`config.mk`:
```
export PLATFORM = sky130hd
export DESIGN_NAME = edq_host
export DESIGN_NICKNAME = d
export VERILOG_FILES = /design/src/pkg/edq_pkg.sv /design/src/rtl/edq_mem_xfer.sv /design/src/rtl/edq_hdp_if.sv /design/src/rtl/edq_host.sv
export VERILOG_INCLUDE_DIRS = /design/src /design/src/pkg
export SDC_FILE = /design/constraint.sdc
export NUM_CORES = 1
export LEC_CHECK = 0
export BUFFER_PORTS_ARGS = -buffer_cell sky130_fd_sc_hd__buf_2
export CELL_PAD_IN_SITES_DETAIL_PLACEMENT = 1
export CELL_PAD_IN_SITES_GLOBAL_PLACEMENT = 1
export CORE_ASPECT_RATIO = 1.1
export CORE_MARGIN = 2
export CORE_UTILIZATION = 40
export CTS_CLUSTER_SIZE = 12
export DETAILED_ROUTE_END_ITERATION = 10
export PLACE_DENSITY_LB_ADDON = 0.1
export SLEW_MARGIN = 0
export SYNTH_ARGS = -nofsm -noshare
export SYNTH_HDL_FRONTEND = slang
export SYNTH_SLANG_ARGS = --single-unit
```
`constraint.sdc`:
```
create_clock -name clk -period 3.7 [get_ports clk]
set_input_delay 0.37 -clock clk [delete_from_list [all_inputs] [get_ports clk]]
set_output_delay 0.37 -clock clk [all_outputs]
set_load 0.03 [all_outputs]
```
`src/pkg/edq_defines.svh`:
```
// constants for the descriptor queue host controller
`ifndef EDQ_DEFINES_SVH
`define EDQ_DEFINES_SVH
`define EDQ_OFF_CMD 8'h00
`define EDQ_OFF_ADDR 8'h04
`define EDQ_OFF_NEXT 8'h08
`define EDQ_OFF_BUF 8'h0C
`define EDQ_OFF_OFFLEN 8'h10
`define EDQ_OFF_FLGLEN 8'h14
`define EDQ_OFF_STATUS 8'h18
`define EDQ_OFF_ENABLE 8'h1C
`define EDQ_OFF_ACTIVE 8'h20
`define EDQ_OFF_RESTART 8'h24
`define EDQ_WORD_FLGLEN 32'h0000000C
`define EDQ_FLG_FIRST 31
`define EDQ_FLG_LAST 30
`define EDQ_FLG_ENGINE_OWNS_FLAG 29
`define EDQ_FLG_QEND 28
`define EDQ_FLG_TDONE 27
`define EDQ_FLG_KCRC 26
`define EDQ_ST_BUSY 0
`define EDQ_ST_INIT 1
`define EDQ_ST_ERR 2
`define EDQ_NUM_QUEUES 16
`define EDQ_INIT_LAST 4'hF
`endif

```
`src/pkg/edq_pkg.sv`:
```
// types for the descriptor queue host controller
package edq_pkg;
  typedef enum logic [2:0] {
    EDQ_OP_NONE,
    EDQ_OP_BUILD,
    EDQ_OP_START,
    EDQ_OP_APPEND,
    EDQ_OP_POLL
  } edq_op_t;
  typedef enum {
    EDQ_S_INIT,
    EDQ_S_IDLE,
    EDQ_S_BUILD,
    EDQ_S_START,
    EDQ_S_APPEND,
    EDQ_S_POLL,
    EDQ_S_POLLCHK
  } edq_state_t;
  typedef struct packed {
    logic rx;
    logic [2:0] ch;
    logic [31:0] ptr;
  } edq_hdp_t;
  typedef struct packed {
    logic we;
    logic [31:0] addr;
    logic [31:0] wdata;
  } edq_mreq_t;
endpackage : edq_pkg

```
`src/rtl/edq_mem_xfer.sv`:
```
// single word memory access sequencer
`include "edq_defines.svh"
module edq_mem_xfer (
  input wire logic clk,
  input wire logic rst_n,
  input wire logic start,
  input edq_pkg::edq_mreq_t req,
  output logic mem_valid,
  output edq_pkg::edq_mreq_t mem_out,
  input wire logic mem_ack,
  input wire logic [31:0] mem_rdata,
  output logic done,
  output logic [31:0] rdata
);
  import edq_pkg::*;
  always_ff @(posedge clk or negedge rst_n) begin
    if (!rst_n) begin
      mem_valid <= 1'b0;
      mem_out <= '0;
      done <= 1'b0;
      rdata <= 32'h00000000;
    end else begin
      done <= 1'b0;
      if (mem_valid && mem_ack) begin
        mem_valid <= 1'b0;
        done <= 1'b1;
        rdata <= mem_rdata;
      end else if (start && !mem_valid && !done) begin
        mem_valid <= 1'b1;
        mem_out <= req;
      end
    end
  end
endmodule : edq_mem_xfer

```
`src/rtl/edq_hdp_if.sv`:
```
// head pointer write port and per queue activity tracking
`include "edq_defines.svh"
module edq_hdp_if (
  input wire logic clk,
  input wire logic rst_n,
  input wire logic wr_in,
  input edq_pkg::edq_hdp_t req,
  input wire logic clr,
  input wire logic [3:0] clr_idx,
  output logic hdp_wr,
  output edq_pkg::edq_hdp_t hdp,
  output logic [15:0] active
);
  import edq_pkg::*;
  logic [3:0] wr_idx;
  assign wr_idx = {req.rx, req.ch};
  always_ff @(posedge clk or negedge rst_n) begin
    if (!rst_n) begin
      hdp_wr <= 1'b0;
      hdp <= '0;
    end else begin
      hdp_wr <= wr_in;
      if (wr_in) begin
        hdp <= req;
      end
    end
  end
  // queue end returns channel to idle unless a nonzero head pointer write to it lands in the same cycle
  genvar g;
  generate
    for (g = 0; g < `EDQ_NUM_QUEUES; g++) begin : g_act
      always_ff @(posedge clk or negedge rst_n) begin
        if (!rst_n) begin
          active[g] <= 1'b0;
        end else if (wr_in && wr_idx == g && req.ptr != 32'h00000000) begin
          active[g] <= 1'b1;
        end else if (clr && clr_idx == g) begin
          active[g] <= 1'b0;
        end
      end
    end
  endgenerate
endmodule : edq_hdp_if

```
`src/rtl/edq_host.sv`:
```
// descriptor queue host controller with apb command registers
//
// Decided for this implementation: the APB interface to the registers and the register addresses.
`include "edq_defines.svh"
module edq_host #(
  parameter int CHANNELS = 8
) (
  input wire logic clk,
  input wire logic rst_n,
  input wire logic psel,
  input wire logic penable,
  input wire logic pwrite,
  input wire logic [7:0] paddr,
  input wire logic [31:0] pwdata,
  output logic [31:0] prdata,
  output logic pready,
  output logic pslverr,
  output logic mem_valid,
  output edq_pkg::edq_mreq_t mem_req,
  input wire logic mem_ack,
  input wire logic [31:0] mem_rdata,
  output logic hdp_wr,
  output edq_pkg::edq_hdp_t hdp,
  output logic tx_enable,
  output logic rx_enable
);
  import edq_pkg::*;

  if (CHANNELS < 1 || CHANNELS > 8) begin : g_bad_channels
    $error("CHANNELS must be 1 to 8");
  end

  edq_state_t state;
  edq_state_t next_state;
  logic [3:0] init_cnt;
  logic init_done;
  logic [1:0] word;
  logic [31:0] desc_addr;
  logic [31:0] next_ptr;
  logic [31:0] buf_ptr;
  logic [31:0] off_len;
  logic [31:0] flg_len;
  logic [31:0] restart_ptr;
  logic [15:0] last_flags;
  logic [2:0] cmd_op;
  logic cmd_rx;
  logic [2:0] cmd_ch;
  logic cmd_go;
  logic err;
  logic err_set;
  logic restart_take;
  logic mx_start;
  logic mx_done;
  logic [31:0] mx_rdata;
  edq_mreq_t mreq;
  logic hdp_wr_in;
  edq_hdp_t hdp_req;
  logic clr;
  logic [15:0] active;
  logic apb_wr;
  logic apb_rd;
  logic mapped;
  logic [31:0] words [4];

  function automatic logic misaligned(input logic [31:0] a);
    misaligned = (a[1:0] != 2'b00);
  endfunction : misaligned

  function automatic logic ch_bad(input logic [2:0] ch);
    ch_bad = ({29'h0, ch} >= 32'(CHANNELS));
  endfunction : ch_bad

  assign words[0] = next_ptr;
  assign words[1] = buf_ptr;
  assign words[2] = off_len;
  assign words[3] = flg_len;

  assign apb_wr = psel && penable && pwrite;
  assign apb_rd = psel && penable && !pwrite;
  assign pready = 1'b1;
  assign pslverr = psel && penable && !mapped;
  assign cmd_go = apb_wr && paddr == `EDQ_OFF_CMD && state == EDQ_S_IDLE;

  always_comb begin
    mapped = 1'b1;
    prdata = 32'h00000000;
    case (paddr)
      `EDQ_OFF_CMD: prdata = {25'h0, cmd_ch, cmd_rx, cmd_op};
      `EDQ_OFF_ADDR: prdata = desc_addr;
      `EDQ_OFF_NEXT: prdata = next_ptr;
      `EDQ_OFF_BUF: prdata = buf_ptr;
      `EDQ_OFF_OFFLEN: prdata = off_len;
      `EDQ_OFF_FLGLEN: prdata = flg_len;
      `EDQ_OFF_STATUS: prdata = {last_flags, 13'h0, err, init_done, state != EDQ_S_IDLE};
      `EDQ_OFF_ENABLE: prdata = {30'h0, rx_enable, tx_enable};
      `EDQ_OFF_ACTIVE: prdata = {16'h0, active};
      `EDQ_OFF_RESTART: prdata = restart_ptr;
      default: mapped = 1'b0;
    endcase
    if (!apb_rd) begin
      prdata = 32'h00000000;
    end
  end

  // command and descriptor field registers
  always_ff @(posedge clk or negedge rst_n) begin
    if (!rst_n) begin
      cmd_op <= 3'h0;
      cmd_rx <= 1'b0;
      cmd_ch <= 3'h0;
      desc_addr <= 32'h00000000;
      next_ptr <= 32'h00000000;
      buf_ptr <= 32'h00000000;
      off_len <= 32'h00000000;
      flg_len <= 32'h00000000;
    end else if (apb_wr && state == EDQ_S_IDLE) begin
      case (paddr)
        `EDQ_OFF_CMD: begin
          cmd_op <= pwdata[2:0];
          cmd_rx <= pwdata[3];
          cmd_ch <= pwdata[6:4];
        end
        `EDQ_OFF_ADDR: desc_addr <= pwdata;
        `EDQ_OFF_NEXT: next_ptr <= pwdata;
        `EDQ_OFF_BUF: buf_ptr <= pwdata;
        `EDQ_OFF_OFFLEN: off_len <= pwdata;
        `EDQ_OFF_FLGLEN: flg_len <= pwdata;
        default: begin
        end
      endcase
    end
  end

  // error flag, set wins over clear
  always_ff @(posedge clk or negedge rst_n) begin
    if (!rst_n) begin
      err <= 1'b0;
    end else if (err_set || (apb_wr && paddr == `EDQ_OFF_CMD && state != EDQ_S_IDLE)) begin
      err <= 1'b1;
    end else if (apb_wr && paddr == `EDQ_OFF_STATUS && pwdata[`EDQ_ST_ERR]) begin
      err <= 1'b0;
    end
  end

  // pending restart pointer consumed on queue end
  always_ff @(posedge clk or negedge rst_n) begin
    if (!rst_n) begin
      restart_ptr <= 32'h00000000;
    end else if (restart_take) begin
      restart_ptr <= 32'h00000000;
    end else if (apb_wr && paddr == `EDQ_OFF_RESTART) begin
      restart_ptr <= pwdata;
    end
  end

  // enables held off until head pointers cleared
  always_ff @(posedge clk or negedge rst_n) begin
    if (!rst_n) begin
      tx_enable <= 1'b0;
      rx_enable <= 1'b0;
    end else if (apb_wr && paddr == `EDQ_OFF_ENABLE && init_done) begin
      tx_enable <= pwdata[0];
      rx_enable <= pwdata[1];
    end
  end

  always_ff @(posedge clk or negedge rst_n) begin
    if (!rst_n) begin
      init_cnt <= 4'h0;
      init_done <= 1'b0;
    end else if (state == EDQ_S_INIT) begin
      init_cnt <= init_cnt + 4'h1;
      init_done <= (init_cnt == `EDQ_INIT_LAST);
    end
  end

  always_ff @(posedge clk or negedge rst_n) begin
    if (!rst_n) begin
      word <= 2'h0;
    end else if (state != EDQ_S_BUILD) begin
      word <= 2'h0;
    end else if (mx_done) begin
      word <= word + 2'h1;
    end
  end

  always_ff @(posedge clk or negedge rst_n) begin
    if (!rst_n) begin
      last_flags <= 16'h0000;
    end else if (state == EDQ_S_POLLCHK) begin
      last_flags <= mx_rdata[31:16];
    end
  end

  always_ff @(posedge clk or negedge rst_n) begin
    if (!rst_n) begin
      state <= EDQ_S_INIT;
    end else begin
      state <= next_state;
    end
  end

  always_comb begin
    next_state = state;
    err_set = 1'b0;
    mx_start = 1'b0;
    mreq = '0;
    hdp_wr_in = 1'b0;
    hdp_req = '0;
    clr = 1'b0;
    restart_take = 1'b0;
    case (state)
      EDQ_S_INIT: begin
        // zero every head pointer after reset
        hdp_wr_in = 1'b1;
        hdp_req = {init_cnt[3], init_cnt[2:0], 32'h00000000};
        if (init_cnt == `EDQ_INIT_LAST) begin
          next_state = EDQ_S_IDLE;
        end
      end
      EDQ_S_IDLE: begin
        if (cmd_go) begin
          case (pwdata[2:0])
            EDQ_OP_BUILD: begin
              if (misaligned(desc_addr) || misaligned(next_ptr)) begin
                err_set = 1'b1;
              end else if (flg_len[`EDQ_FLG_ENGINE_OWNS_FLAG] && !flg_len[`EDQ_FLG_FIRST]) begin
                err_set = 1'b1;
              end else begin
                next_state = EDQ_S_BUILD;
              end
            end
            EDQ_OP_START: begin
              if (misaligned(desc_addr) || ch_bad(pwdata[6:4]) || active[{pwdata[3], pwdata[6:4]}]) begin
                err_set = 1'b1;
              end else begin
                next_state = EDQ_S_START;
              end
            end
            EDQ_OP_APPEND: begin
              if (misaligned(desc_addr) || misaligned(next_ptr)) begin
                err_set = 1'b1;
              end else begin
                next_state = EDQ_S_APPEND;
              end
            end
            EDQ_OP_POLL: begin
              if (misaligned(desc_addr) || ch_bad(pwdata[6:4])) begin
                err_set = 1'b1;
              end else begin
                next_state = EDQ_S_POLL;
              end
            end
            default: err_set = 1'b1;
          endcase
        end
      end
      EDQ_S_BUILD: begin
        mx_start = 1'b1;
        mreq = {1'b1, desc_addr + {28'h0, word, 2'b00}, words[word]};
        if (mx_done && word == 2'h3) begin
          next_state = EDQ_S_IDLE;
        end
      end
      EDQ_S_START: begin
        hdp_wr_in = 1'b1;
        hdp_req = {cmd_rx, cmd_ch, desc_addr};
        next_state = EDQ_S_IDLE;
      end
      EDQ_S_APPEND: begin
        mx_start = 1'b1;
        mreq = {1'b1, desc_addr, next_ptr};
        if (mx_done) begin
          next_state = EDQ_S_IDLE;
        end
      end
      EDQ_S_POLL: begin
        mx_start = 1'b1;
        mreq = {1'b0, desc_addr + `EDQ_WORD_FLGLEN, 32'h00000000};
        if (mx_done) begin
          next_state = EDQ_S_POLLCHK;
        end
      end
      EDQ_S_POLLCHK: begin
        // queue end seen, retire or restart
        if (mx_rdata[`EDQ_FLG_QEND] && mx_rdata[`EDQ_FLG_LAST] && !mx_rdata[`EDQ_FLG_ENGINE_OWNS_FLAG]) begin
          clr = 1'b1;
          if (restart_ptr != 32'h00000000) begin
            hdp_wr_in = 1'b1;
            hdp_req = {cmd_rx, cmd_ch, restart_ptr};
            restart_take = 1'b1;
          end
        end
        next_state = EDQ_S_IDLE;
      end
      default: next_state = EDQ_S_IDLE;
    endcase
  end

  edq_mem_xfer u_mem (
    .clk(clk),
    .rst_n(rst_n),
    .start(mx_start),
    .req(mreq),
    .mem_valid(mem_valid),
    .mem_out(mem_req),
    .mem_ack(mem_ack),
    .mem_rdata(mem_rdata),
    .done(mx_done),
    .rdata(mx_rdata)
  );

  edq_hdp_if u_hdp (
    .clk(clk),
    .rst_n(rst_n),
    .wr_in(hdp_wr_in),
    .req(hdp_req),
    .clr(clr),
    .clr_idx({cmd_rx, cmd_ch}),
    .hdp_wr(hdp_wr),
    .hdp(hdp),
    .active(active)
  );
endmodule : edq_host

```
# After elaboration in Yosys (flattened, before gate mapping)
# Cells that the tools add are included.
# Widths: inputs -> output; s select.
[word_totals]
in_bits = 78
word_cells = 314
out_inout_bits = 139
ff_bits = 409
[op_classes]
reduce_logical = 117
n_addsub = 4
mux = 80
order_cmp = 2
n_eq_ne = 66
bitwise_logic = 2
[ops]
columns = ["operator", "count"]
rows = [
  ["$mux 32", 15],
  ["$pmux 32 s10", 1],
  ["$pmux 65 s3", 1],
  ["$pmux 32 s5", 1],
  ["$pmux 32 s4", 1],
  ["$pmux 36 s3", 1],
  ["$eq 32x2->1 const B", 3],
  ["$eq 32x3->1 const B", 3],
  ["$mux 36", 2],
  ["$eq 4x4->1 const B", 17],
  ["$logic_and 1x1->1", 68],
  ["$bmux 32 s2", 1],
  ["$logic_not 32->1", 2],
  ["$reduce_bool 32->1", 2],
  ["$mux 1", 52],
  ["$reduce_bool 2->1", 22],
  ["$add 32x4->32", 1],
  ["$add 32x4->32 const B", 1],
  ["$eq 32x1->1 const B", 1],
  ["$eq 32x4->1 const B", 1],
  ["$eq 4x3->1 const B", 8],
  ["$eq 8x5->1 const B", 4],
  ["$ne 32x2->1 const B", 1],
  ["$ne 32x3->1 const B", 1],
  ["other kinds (32)", 61],
]

# Logic depth before layout (Yosys ltp)
# Gate-level depths: netlist (run 1).
[depth]
depth_word = 9
mapped_depth = 12

# Cells and area by module
# Synthesis (run 1) repeated with hierarchy kept, for this count alone.
[hier_totals]
hier_cells = 1571
area_unflattened_um2 = 19068.3
[by_module_without_submodules]
columns = ["module", "area_each_um2", "seq_area_each_um2", "n_inst", "cells_per_inst"]
rows = [
  ["edq_host", 13190.2, 5705.5, 1, 1195],
  ["edq_mem_xfer", 3678.5, 2477.4, 1, 211],
  ["edq_hdp_if", 2199.6, 1326.3, 1, 165],
]

# Worst setup path before layout (run 1)
# Ideal clock, no wire load.
[synth_path]
path_type = "register -> register"
startpoint = "register word[0]"
endpoint = "register u_mem.mem_out[52] in the netlist's numbering"
path_stages_with_launch = 12
t_arrival_ns = 3.131
n_path_buf = 3
t_required_ns = 3.618
synth_period_minus_slack_ns = 3.213
slack_ns = 0.487
setup_ns = 0.082
path_cell_list = "dfrtp_1 buf_2 buf_1 nand2b_1 ha_1 inv_1 fa_1 and4b_1 nand3_1 clkbuf_1 or4_1 a31oi_1"
[synth_between]
elab_chain_len = 2
[synth_lines]
columns = ["element", "line_no", "text"]
rows = [
  ["from (decl)", "edq_host.sv:37", "logic [1:0] word;"],
  ["from (signal assigned)", "edq_host.sv:183", "word <= word + 2'h1;"],
  ["$add 32x4->32", "edq_host.sv:260", "mreq = {1'b1, desc_addr + {28'h0, word, 2'b00}, words[word]};"],
  ["$pmux 65 s3", "edq_host.sv:212", "case (state)"],
  ["to (signal assigned)", "edq_mem_xfer.sv:30", "mem_out <= req;"],
  ["to (decl)", "edq_mem_xfer.sv:9", "output edq_pkg::edq_mreq_t mem_out,"],
]
# Every way passes these cells.
# A chain may end at the register's enable or synchronous reset.

# Worst setup path after layout (run 1)
[layout_path]
startpoint = "register state[1]"
endpoint = "register u_mem.mem_out[50] in the netlist's numbering"
[layout_between]
elab_chain_len = 6
[layout_lines]
columns = ["element", "line_no", "text"]
rows = [
  ["from (decl)", "edq_host.sv:33", "edq_state_t state;"],
  ["from (signal assigned)", "edq_host.sv:199", "state <= next_state;"],
  ["$eq 32x3->1 / $eq 32x2->1 (equally long branches)", "edq_host.sv:212", ""],
  ["$reduce_or 3->1 (no source line)", "-", ""],
  ["$mux 1", "edq_host.sv:212", ""],
  ["$logic_and 1x1->1 (2 in series)", "edq_mem_xfer.sv:28", "end else if (start && !mem_valid && !done) begin"],
  ["$reduce_and 2->1 (no source line)", "-", ""],
]
# Parallel ways exist; a longest one is shown, timed or not.

==> out/metrics.csv, run 1 <==
stage,metric,value,unit
worst_setup_path,worstSetupPathType,reg2reg,
yosys,synth_area_leader_cell,dfrtp_1,
worst_setup_path,cp_data_required_time,4.19,ns
clocking,clk-insertion-delay-late,0.57,ns
clocking,cts_setup_buffers,0,
sta,fmax,308,MHz
yosys,synth_nets,1688,
flow_run,cap_viol_max_count,0,
yosys,ys_ff_latch,364,
floorplanning,rows,82,
detailed_routing,wl,68.2,mm
placed_design,place.port_buffers,199,
sta,setup-violations-final,0,
clocking,clk_pin_slew_worst_paths,0.06,ns
sta,finalMaxSlewViolations,0,
clocking,post_cts_resized,0,
yosys,synth.avg_cell_area,11.4,µm²
worst_setup_path,crit_path_end_kind,flop,
detailed_routing,vias,14900,
detailed_routing,drt_first_pass_iters,8,
yosys,synthArstFlopShare,100,%
yosys,synthCells,1605,
layout,final_cell_mix,"dfrtp_1 (363), mux2_2 (198), buf_2 (198)",
layout,final_cell_count_no_fill,2393,
detailed_routing,drt_iter0_markers,1237,
detailed_routing,dr_wl_met3,4.00,mm
sta,worst_slew_pin_slew,1.14,ns
placed_design,gp_congestion,0.894,
sta,setup_ws,0.448,ns
placed_design,placedCellCount,2321,
yosys,synth_top_flop_cell,dfrtp_1,
sta,period_needed,3.25,ns
clocking,cts_made_buffers,41,
placed_design,dpl.hpwl,46.5,mm
placed_design,placed_cell_area,0.0201,mm²
sta,finalHoldWorstSlack,0.0330,ns
layout,fin_area,0.0214,mm²
floorplanning,dieArea,0.0474,mm²
sta,timing.final.crit_share,87.9,%
min_path,hp-class,in2reg,
detailed_routing,wl_per_cell,28.5,µm
sta,hold_viol_final,0,
clocking,cts_max_level,2,
pwr,leakagePower,10.2,nW
yosys,synth_cell_types,81,
global_route,grt_max_degree,101,
yosys,synth_area_leaders,"dfrtp_1 (50%), mux2_2 (12%), mux4_2 (4.7%)",
clocking,cts_root_buf,clkbuf_16,
yosys,yosysSeqAreaShare,49.8,%
sta,worst_clock_skew,0.0141,ns
floorplanning,core_area,0.0453,mm²
clocking,clock_path_buffers,3,
clocking,tritoncts,done,
clocking,cts_sinks,364,
global_route,grt_pass1_wl,103,mm
global_route,grt_pass1_vias,15500,
yosys,netlist_area,0.0183,mm²
detailed_routing,top_layer,met4,
sta,grt_setup_unrepaired,no,
yosys,synth_edf_count,0,
floorplanning,initial_core_util,40.3,%
global_route,grt_overflow,0,
global_route,grtUsageTotal,28.6,%
floorplanning,die_x,208,µm
floorplanning,pin_count,217,
sta,final.setup.tns,0,ns
worst_setup_path,crit_arrival,3.74,ns
min_path,hold_depth,2,
detailed_routing,postRouteAntennaNets,0,
layout,drive_gt1_share,32.7,%
outcome,outcome,"finished, final reports clean",
pwr,power.density,414,mW/mm²
floorplanning,die-height,228,µm
worst_setup_path,cp_max_fo,7,
detailed_routing,post_drt_via_cell_ratio,6.23,
detailed_routing,drt_drc_violations_left,0,
layout,final_common_cell,dfrtp_1,
worst_setup_path,cp-start-kind,flop,
layout,syn_to_final_growth,17.1,%
sta,slew-limit-headroom,24.0,%
placed_design,dp_slack,0.485,ns
layout,num-nets-final,1861,
detailed_routing,wl_met1,30.1,mm
detailed_routing,dr_wl_met2,32.2,mm
yosys,yosysWarnings,0,
worst_setup_path,ff2ff_path_depth,10,
pwr,peakVddDrop,0.282,mV
global_route,grt_antenna_before_repair,1,
yosys,netlist.area_leader.share,49.8,%
-- metrics by stage --
stage | util, % | power, W
3_5_place_dp | 44.2 | 0.00483
3_3_place_gp | 44.2 | 0.00481
6_report | 47.2 | 0.00885
2_1_floorplan | - | 0.00451
5_1_grt | 47.2 | 0.00916
4_1_cts | 47.2 | 0.00895
-- final timing paths --
path / startpoint / to / slack (ns)
setup / recovery: state[1]$_DFFE_PN0P_ / u_mem.mem_out[50]$_DFFE_PN0P_ / 0.45
hold / removal: mem_rdata[24] / u_mem.rdata[24]$_DFFE_PN0P_ / 0.03
setup reg to reg: state[1]$_DFFE_PN0P_ / u_mem.mem_out[50]$_DFFE_PN0P_ / 0.45
hold reg to reg: u_hdp.hdp[12]$_DFFE_PN0P_ / u_hdp.hdp[12]$_DFFE_PN0P_ / 0.47
max in group asynchronous: rst_n / off_len[24]$_DFFE_PN0P_ / 2.22
min in group asynchronous: rst_n / u_mem.mem_out[14]$_DFFE_PN0P_ / 0.44
-- layer usage --
| metal | track usage, % | up-vias |
|---|---|---|
| met5 | 0 | - |
| met4 | 8.95 | 0 |
| met3 | 3.65 | 111 |
| met2 | 46.3 | 562 |
| met1 | 40.1 | 7852 |
| li1 | - | 6389 |
-- repair_timing --
action / 4_1_cts / 5_1_grt
hold buffers: 2 / 0
endpoints found under the setup margin: 0 / 0
hold endpoints to repair: 95 / 0
-- critical path, stage by stage (launching register included) --
cell,delay [ns]
dfrtp_1,0.38
nand3b_1,0.25
nand2b_1,0.14
ha_1,0.20
inv_1,0.07
fa_1,0.51
and4b_1,0.41
nand3_1,0.30
buf_4,0.27
or4_1,0.46
a31oi_1,0.17
-- sequential cells by signal, summed over array words and instances, names as in the netlist, 2 cells and up --
name,count
u_mem.mem_out,65
u_hdp.hdp,36
buf_ptr,32
desc_addr,32
flg_len,32
next_ptr,32
off_len,32
restart_ptr,32
last_flags,16
u_hdp.active,16
u_mem.rdata,16
init_cnt,4
cmd_ch,3
cmd_op,3
state,3
word,2
-- synth_stat cells, types with 7 or more instances --
master	number
buf_1	12
a222oi_1	13
a221o_1	12
nor4_1	24
a221oi_1	53
nand2_1	125
nor3_1	8
a21o_1	30
nand2b_1	13
mux2i_1	20
dfrtp_1	364
a22oi_1	48
and2_1	8
buf_2	47
clkbuf_1	74
a31oi_1	21
nand3_1	23
a21oi_1	80
o22a_1	10
o21ai_0	61
mux4_2	38
inv_1	15
o2bb2ai_1	13
nor3b_1	11
xnor2_1	9
nand4_1	7
a22o_1	36
and3_1	8
nor2_1	111
mux2_2	198
-- where the power goes --
group | switching [W] | total [W] | internal, W
Combinational | 0.000391 | 0.000575 | 0.000184
Sequential | 0.0000912 | 0.00418 | 0.00409
Clock | 0.00168 | 0.00410 | 0.00242
Total | 0.00217 | 0.00885 | 0.00669
-- cells by family (layout without fill, tap and decap cells) --
logic type / Yosys count / count (layout) / share of synthesized area [%]
other cells: 1 / 2 / 0.0205
simple gates: 386 / 386 / 10.9
mux: 260 / 260 / 18.2
buf+inv: 154 / 353 / 3.64
fa+ha+maj: 5 / 5 / 0.383
flops: 364 / 364 / 49.8
xor+xnor: 12 / 12 / 0.575
compound gates: 423 / 423 / 16.5
-- final cells by class --
cell class,count,area [µm²]
diodes,1,2.50
clock buffers,62,1230
clock inverters,7,91.3
fillers,4900,24000
inverters,15,56.3
multi-input cells,1087,8570
flip-flops and latches,364,9110
well taps,588,736
repair buffers,269,1600
No activity file was read; power rests on OpenSTA's default activity.
==> inputs of run 2 (changes only) <==
==> constraint.sdc (replaced) <==
create_clock -name clk -period 3.9 [get_ports clk]
set_input_delay 0.39 -clock clk [delete_from_list [all_inputs] [get_ports clk]]
set_output_delay 0.39 -clock clk [all_outputs]
set_load 0.03 [all_outputs]
==> out/metrics.csv, run 2 (synthesis gave the netlist of run 1 again) <==
stage,metric,value,unit,change
layout,multi_input_area,0.00857,mm²,unchanged
worst_setup_path,cp-start-kind,flop,,unchanged
global_route,grt_busiest_layer,met2,,unchanged
global_route,grt_max_degree,103,,was 101
detailed_routing,wl,68.0,mm,was 68.2 mm
detailed_routing,postRouteAntennaNets,0,,unchanged
layout,largest_registers,"u_mem.mem_out: 65 flops, u_hdp.hdp: 36 flops",,unchanged
worst_setup_path,r2r_start,state[1]$_DFFE_PN0P_,,unchanged
sta,timing.final.crit_share,85.7,%,was 87.9%
placed_design,dpl.hpwl,45.8,mm,was 46.5 mm
layout,final_cell_count_no_fill,2384,,was 2393
placed_design,placedCellCount,2308,,was 2321
floorplanning,dieArea,0.0474,mm²,unchanged
clocking,cts_max_level,2,,unchanged
clocking,clk_pin_slew_worst_paths,0.06,ns,about the same
sta,final.setup.tns,0,ns,unchanged
detailed_routing,drt_drc_violations_left,0,,unchanged
detailed_routing,vias,14800,,was 14900
worst_setup_path,cp_max_fo,11,,was 7
sta,grt_setup_unrepaired,no,,unchanged
floorplanning,die_x,208,µm,unchanged
clocking,clock_path_buffers,3,,unchanged
clocking,cts_sinks,364,,unchanged
min_path,hold_depth,2,,unchanged
global_route,grt_pass1_vias,15500,,about the same
global_route,grt_overflow,0,,unchanged
worst_setup_path,crit_arrival,3.81,ns,was 3.74 ns
global_route,grt_antenna_before_repair,0,,was 1
worst_setup_path,crit_path_end_kind,flop,,unchanged
layout,num-nets-final,1849,,was 1861
clocking,tritoncts,done,,unchanged
layout,fill_cells,4901,,was 4900
clocking,cts_setup_buffers,0,,unchanged
detailed_routing,drt_first_pass_iters,7,,was 8
sta,setup-violations-final,0,,unchanged
pwr,leakagePower,10.2,nW,about the same
sta,finalMaxSlewViolations,0,,unchanged
worst_setup_path,worstSetupPathType,reg2reg,,unchanged
layout,syn_to_final_growth,16.7,%,was 17.1%
sta,period_needed,3.34,ns,was 3.25 ns
layout,regMostFlops,u_mem.mem_out,,unchanged
worst_setup_path,crit_start,state[1]$_DFFE_PN0P_,,unchanged
sta,slew-limit-headroom,16.5,%,was 24.0%
pwr,power.density,396,mW/mm²,was 414 mW/mm²
flow_run,cap_viol_max_count,0,,unchanged
sta,worst_clock_skew,0.0221,ns,was 0.0141 ns
placed_design,gp_congestion,0.906,,was 0.894
global_route,use_met2,44.4,%,was 46.3%
layout,final_common_cell,dfrtp_1,,unchanged
worst_setup_path,ff2ff_path_depth,11,,was 10
floorplanning,die-height,228,µm,unchanged
layout,final_cell_mix,"dfrtp_1 (363), mux2_2 (198), buf_2 (198)",,unchanged
pwr,peakVddDrop,0.254,mV,was 0.282 mV
clocking,clk-insertion-delay-late,0.58,ns,was 0.57 ns
worst_setup_path,worstReg2RegEnd,u_mem.mem_out[58]$_DFFE_PN0P_,,was u_mem.mem_out[50]$_DFFE_PN0P_
global_route,grt_use_met1,40.2,%,was 40.1%
clocking,cts_made_buffers,42,,was 41
outcome,outcome,"finished, final reports clean",,unchanged
detailed_routing,drt_iter0_markers,1082,,was 1237
floorplanning,core_area,0.0453,mm²,unchanged
worst_setup_path,regToRegSetupSlack,0.56,ns,was 0.45 ns
sta,fmax,299,MHz,was 308 MHz
sta,finalHoldWorstSlack,0.0501,ns,was 0.0330 ns
sta,worst_slew_pin_slew,1.24,ns,was 1.14 ns
worst_setup_path,cp-endpoint,u_mem.mem_out[58]$_DFFE_PN0P_,,was u_mem.mem_out[50]$_DFFE_PN0P_
floorplanning,initial_core_util,40.3,%,unchanged
floorplanning,pin_count,217,,unchanged
floorplanning,rows,82,,unchanged
min_path,hp-class,in2reg,,unchanged
clocking,cts_root_buf,clkbuf_16,,unchanged
layout,seqCellArea,0.00911,mm²,unchanged
layout,largest_register_ffs,65,,unchanged
global_route,grt_use_met3,4.45,%,was 3.65%
layout,drive_gt1_share,32.6,%,was 32.7%
detailed_routing,post_drt_via_cell_ratio,6.22,,was 6.23
worst_setup_path,cp_data_required_time,4.36,ns,was 4.19 ns
global_route,grt_pass1_wl,102,mm,was 103 mm
placed_design,place.port_buffers,199,,unchanged
detailed_routing,wl_per_cell,28.5,µm,about the same
sta,hold_viol_final,0,,unchanged
global_route,grtUsageTotal,28.5,%,was 28.6%
[run 2: changes by cell type in the layout (fill, tap and decap cells not counted), moves of 4 or more]
cell,change
buf_4,-12
clkbuf_1,-5
clkbuf_8,+4
clkinv_2,+4
[run 2: cell type report]
cell class | count | share of cell area, %
diodes | 1 | 0.0117
clock buffers | 61 | 5.93
clock inverters | 12 | 0.458
inverters | 15 | 0.264
multi-input cells | 1087 | 40.2
flip-flops and latches | 364 | 42.7
well taps | 588 | 3.45
repair buffers | 256 | 6.98
[run 2: worst min path at each step]
stage,startpoint,to,slack [ns]
2_1_floorplan,rst_n,buf_ptr[0]$_DFFE_PN0P_,0.09
3_3_place_gp,u_mem.mem_out[32]$_DFFE_PN0P_,u_mem.mem_out[32]$_DFFE_PN0P_,0.46
3_5_place_dp,u_hdp.hdp[7]$_DFFE_PN0P_,u_hdp.hdp[7]$_DFFE_PN0P_,0.46
4_1_cts,mem_rdata[25],u_mem.rdata[25]$_DFFE_PN0P_,0.02
5_1_grt,mem_rdata[25],u_mem.rdata[25]$_DFFE_PN0P_,0.04
6_report,mem_rdata[18],u_mem.rdata[18]$_DFFE_PN0P_,0.05
[run 2: metal layers]
metal  share of wire, %  wire, µm  up-vias
met5                  0         0        -
met2                 46     31200      557
met4                3.7      2490        0
li1                   -         -     6390
met1                 44     30100     7763
met3                6.2      4230      128
[run 2: power breakdown]
group / internal [W] / total [W] / switching, W / leakage (nW)
Combinational: 0.000171 / 0.000543 / 0.000372 / 4.49
Clock: 0.00231 / 0.00394 / 0.00163 / 0.674
Sequential: 0.00388 / 0.00396 / 0.0000851 / 5.03
[run 2: stage by stage]
stage / setup WS (ns) / power, W / util [%] / area, µm²
after global routing: 0.290 / 0.00873 / 47.0 / 21300
after CTS: 0.593 / 0.00854 / 47.0 / 21300
after detailed placement: 0.609 / 0.00458 / 44.0 / 19900
after floorplan: 0.687 / 0.00428 / - / 18300
final: 0.559 / 0.00844 / 47.0 / 21300
after global placement: 0.717 / 0.00456 / 44.0 / 19900
[run 2: critical path, cell delays in order (launching register included)]
cell	delay (ns)
dfrtp_1	0.50
nand3b_1	0.30
nand2b_1	0.12
ha_1	0.18
inv_1	0.07
fa_1	0.52
and4b_1	0.44
nand3_1	0.11
buf_4	0.20
nor4_1	0.33
o21ai_0	0.16
a221o_1	0.30
[run 2: timing repair]
| item | 4_1_cts | 5_1_grt |
|---|---|---|
| hold endpoints to repair | 99 | 0 |
| hold buffers | 2 | 0 |
| setup endpoints to repair | 0 | 0 |
| gates resized for setup | 0 | 0 |
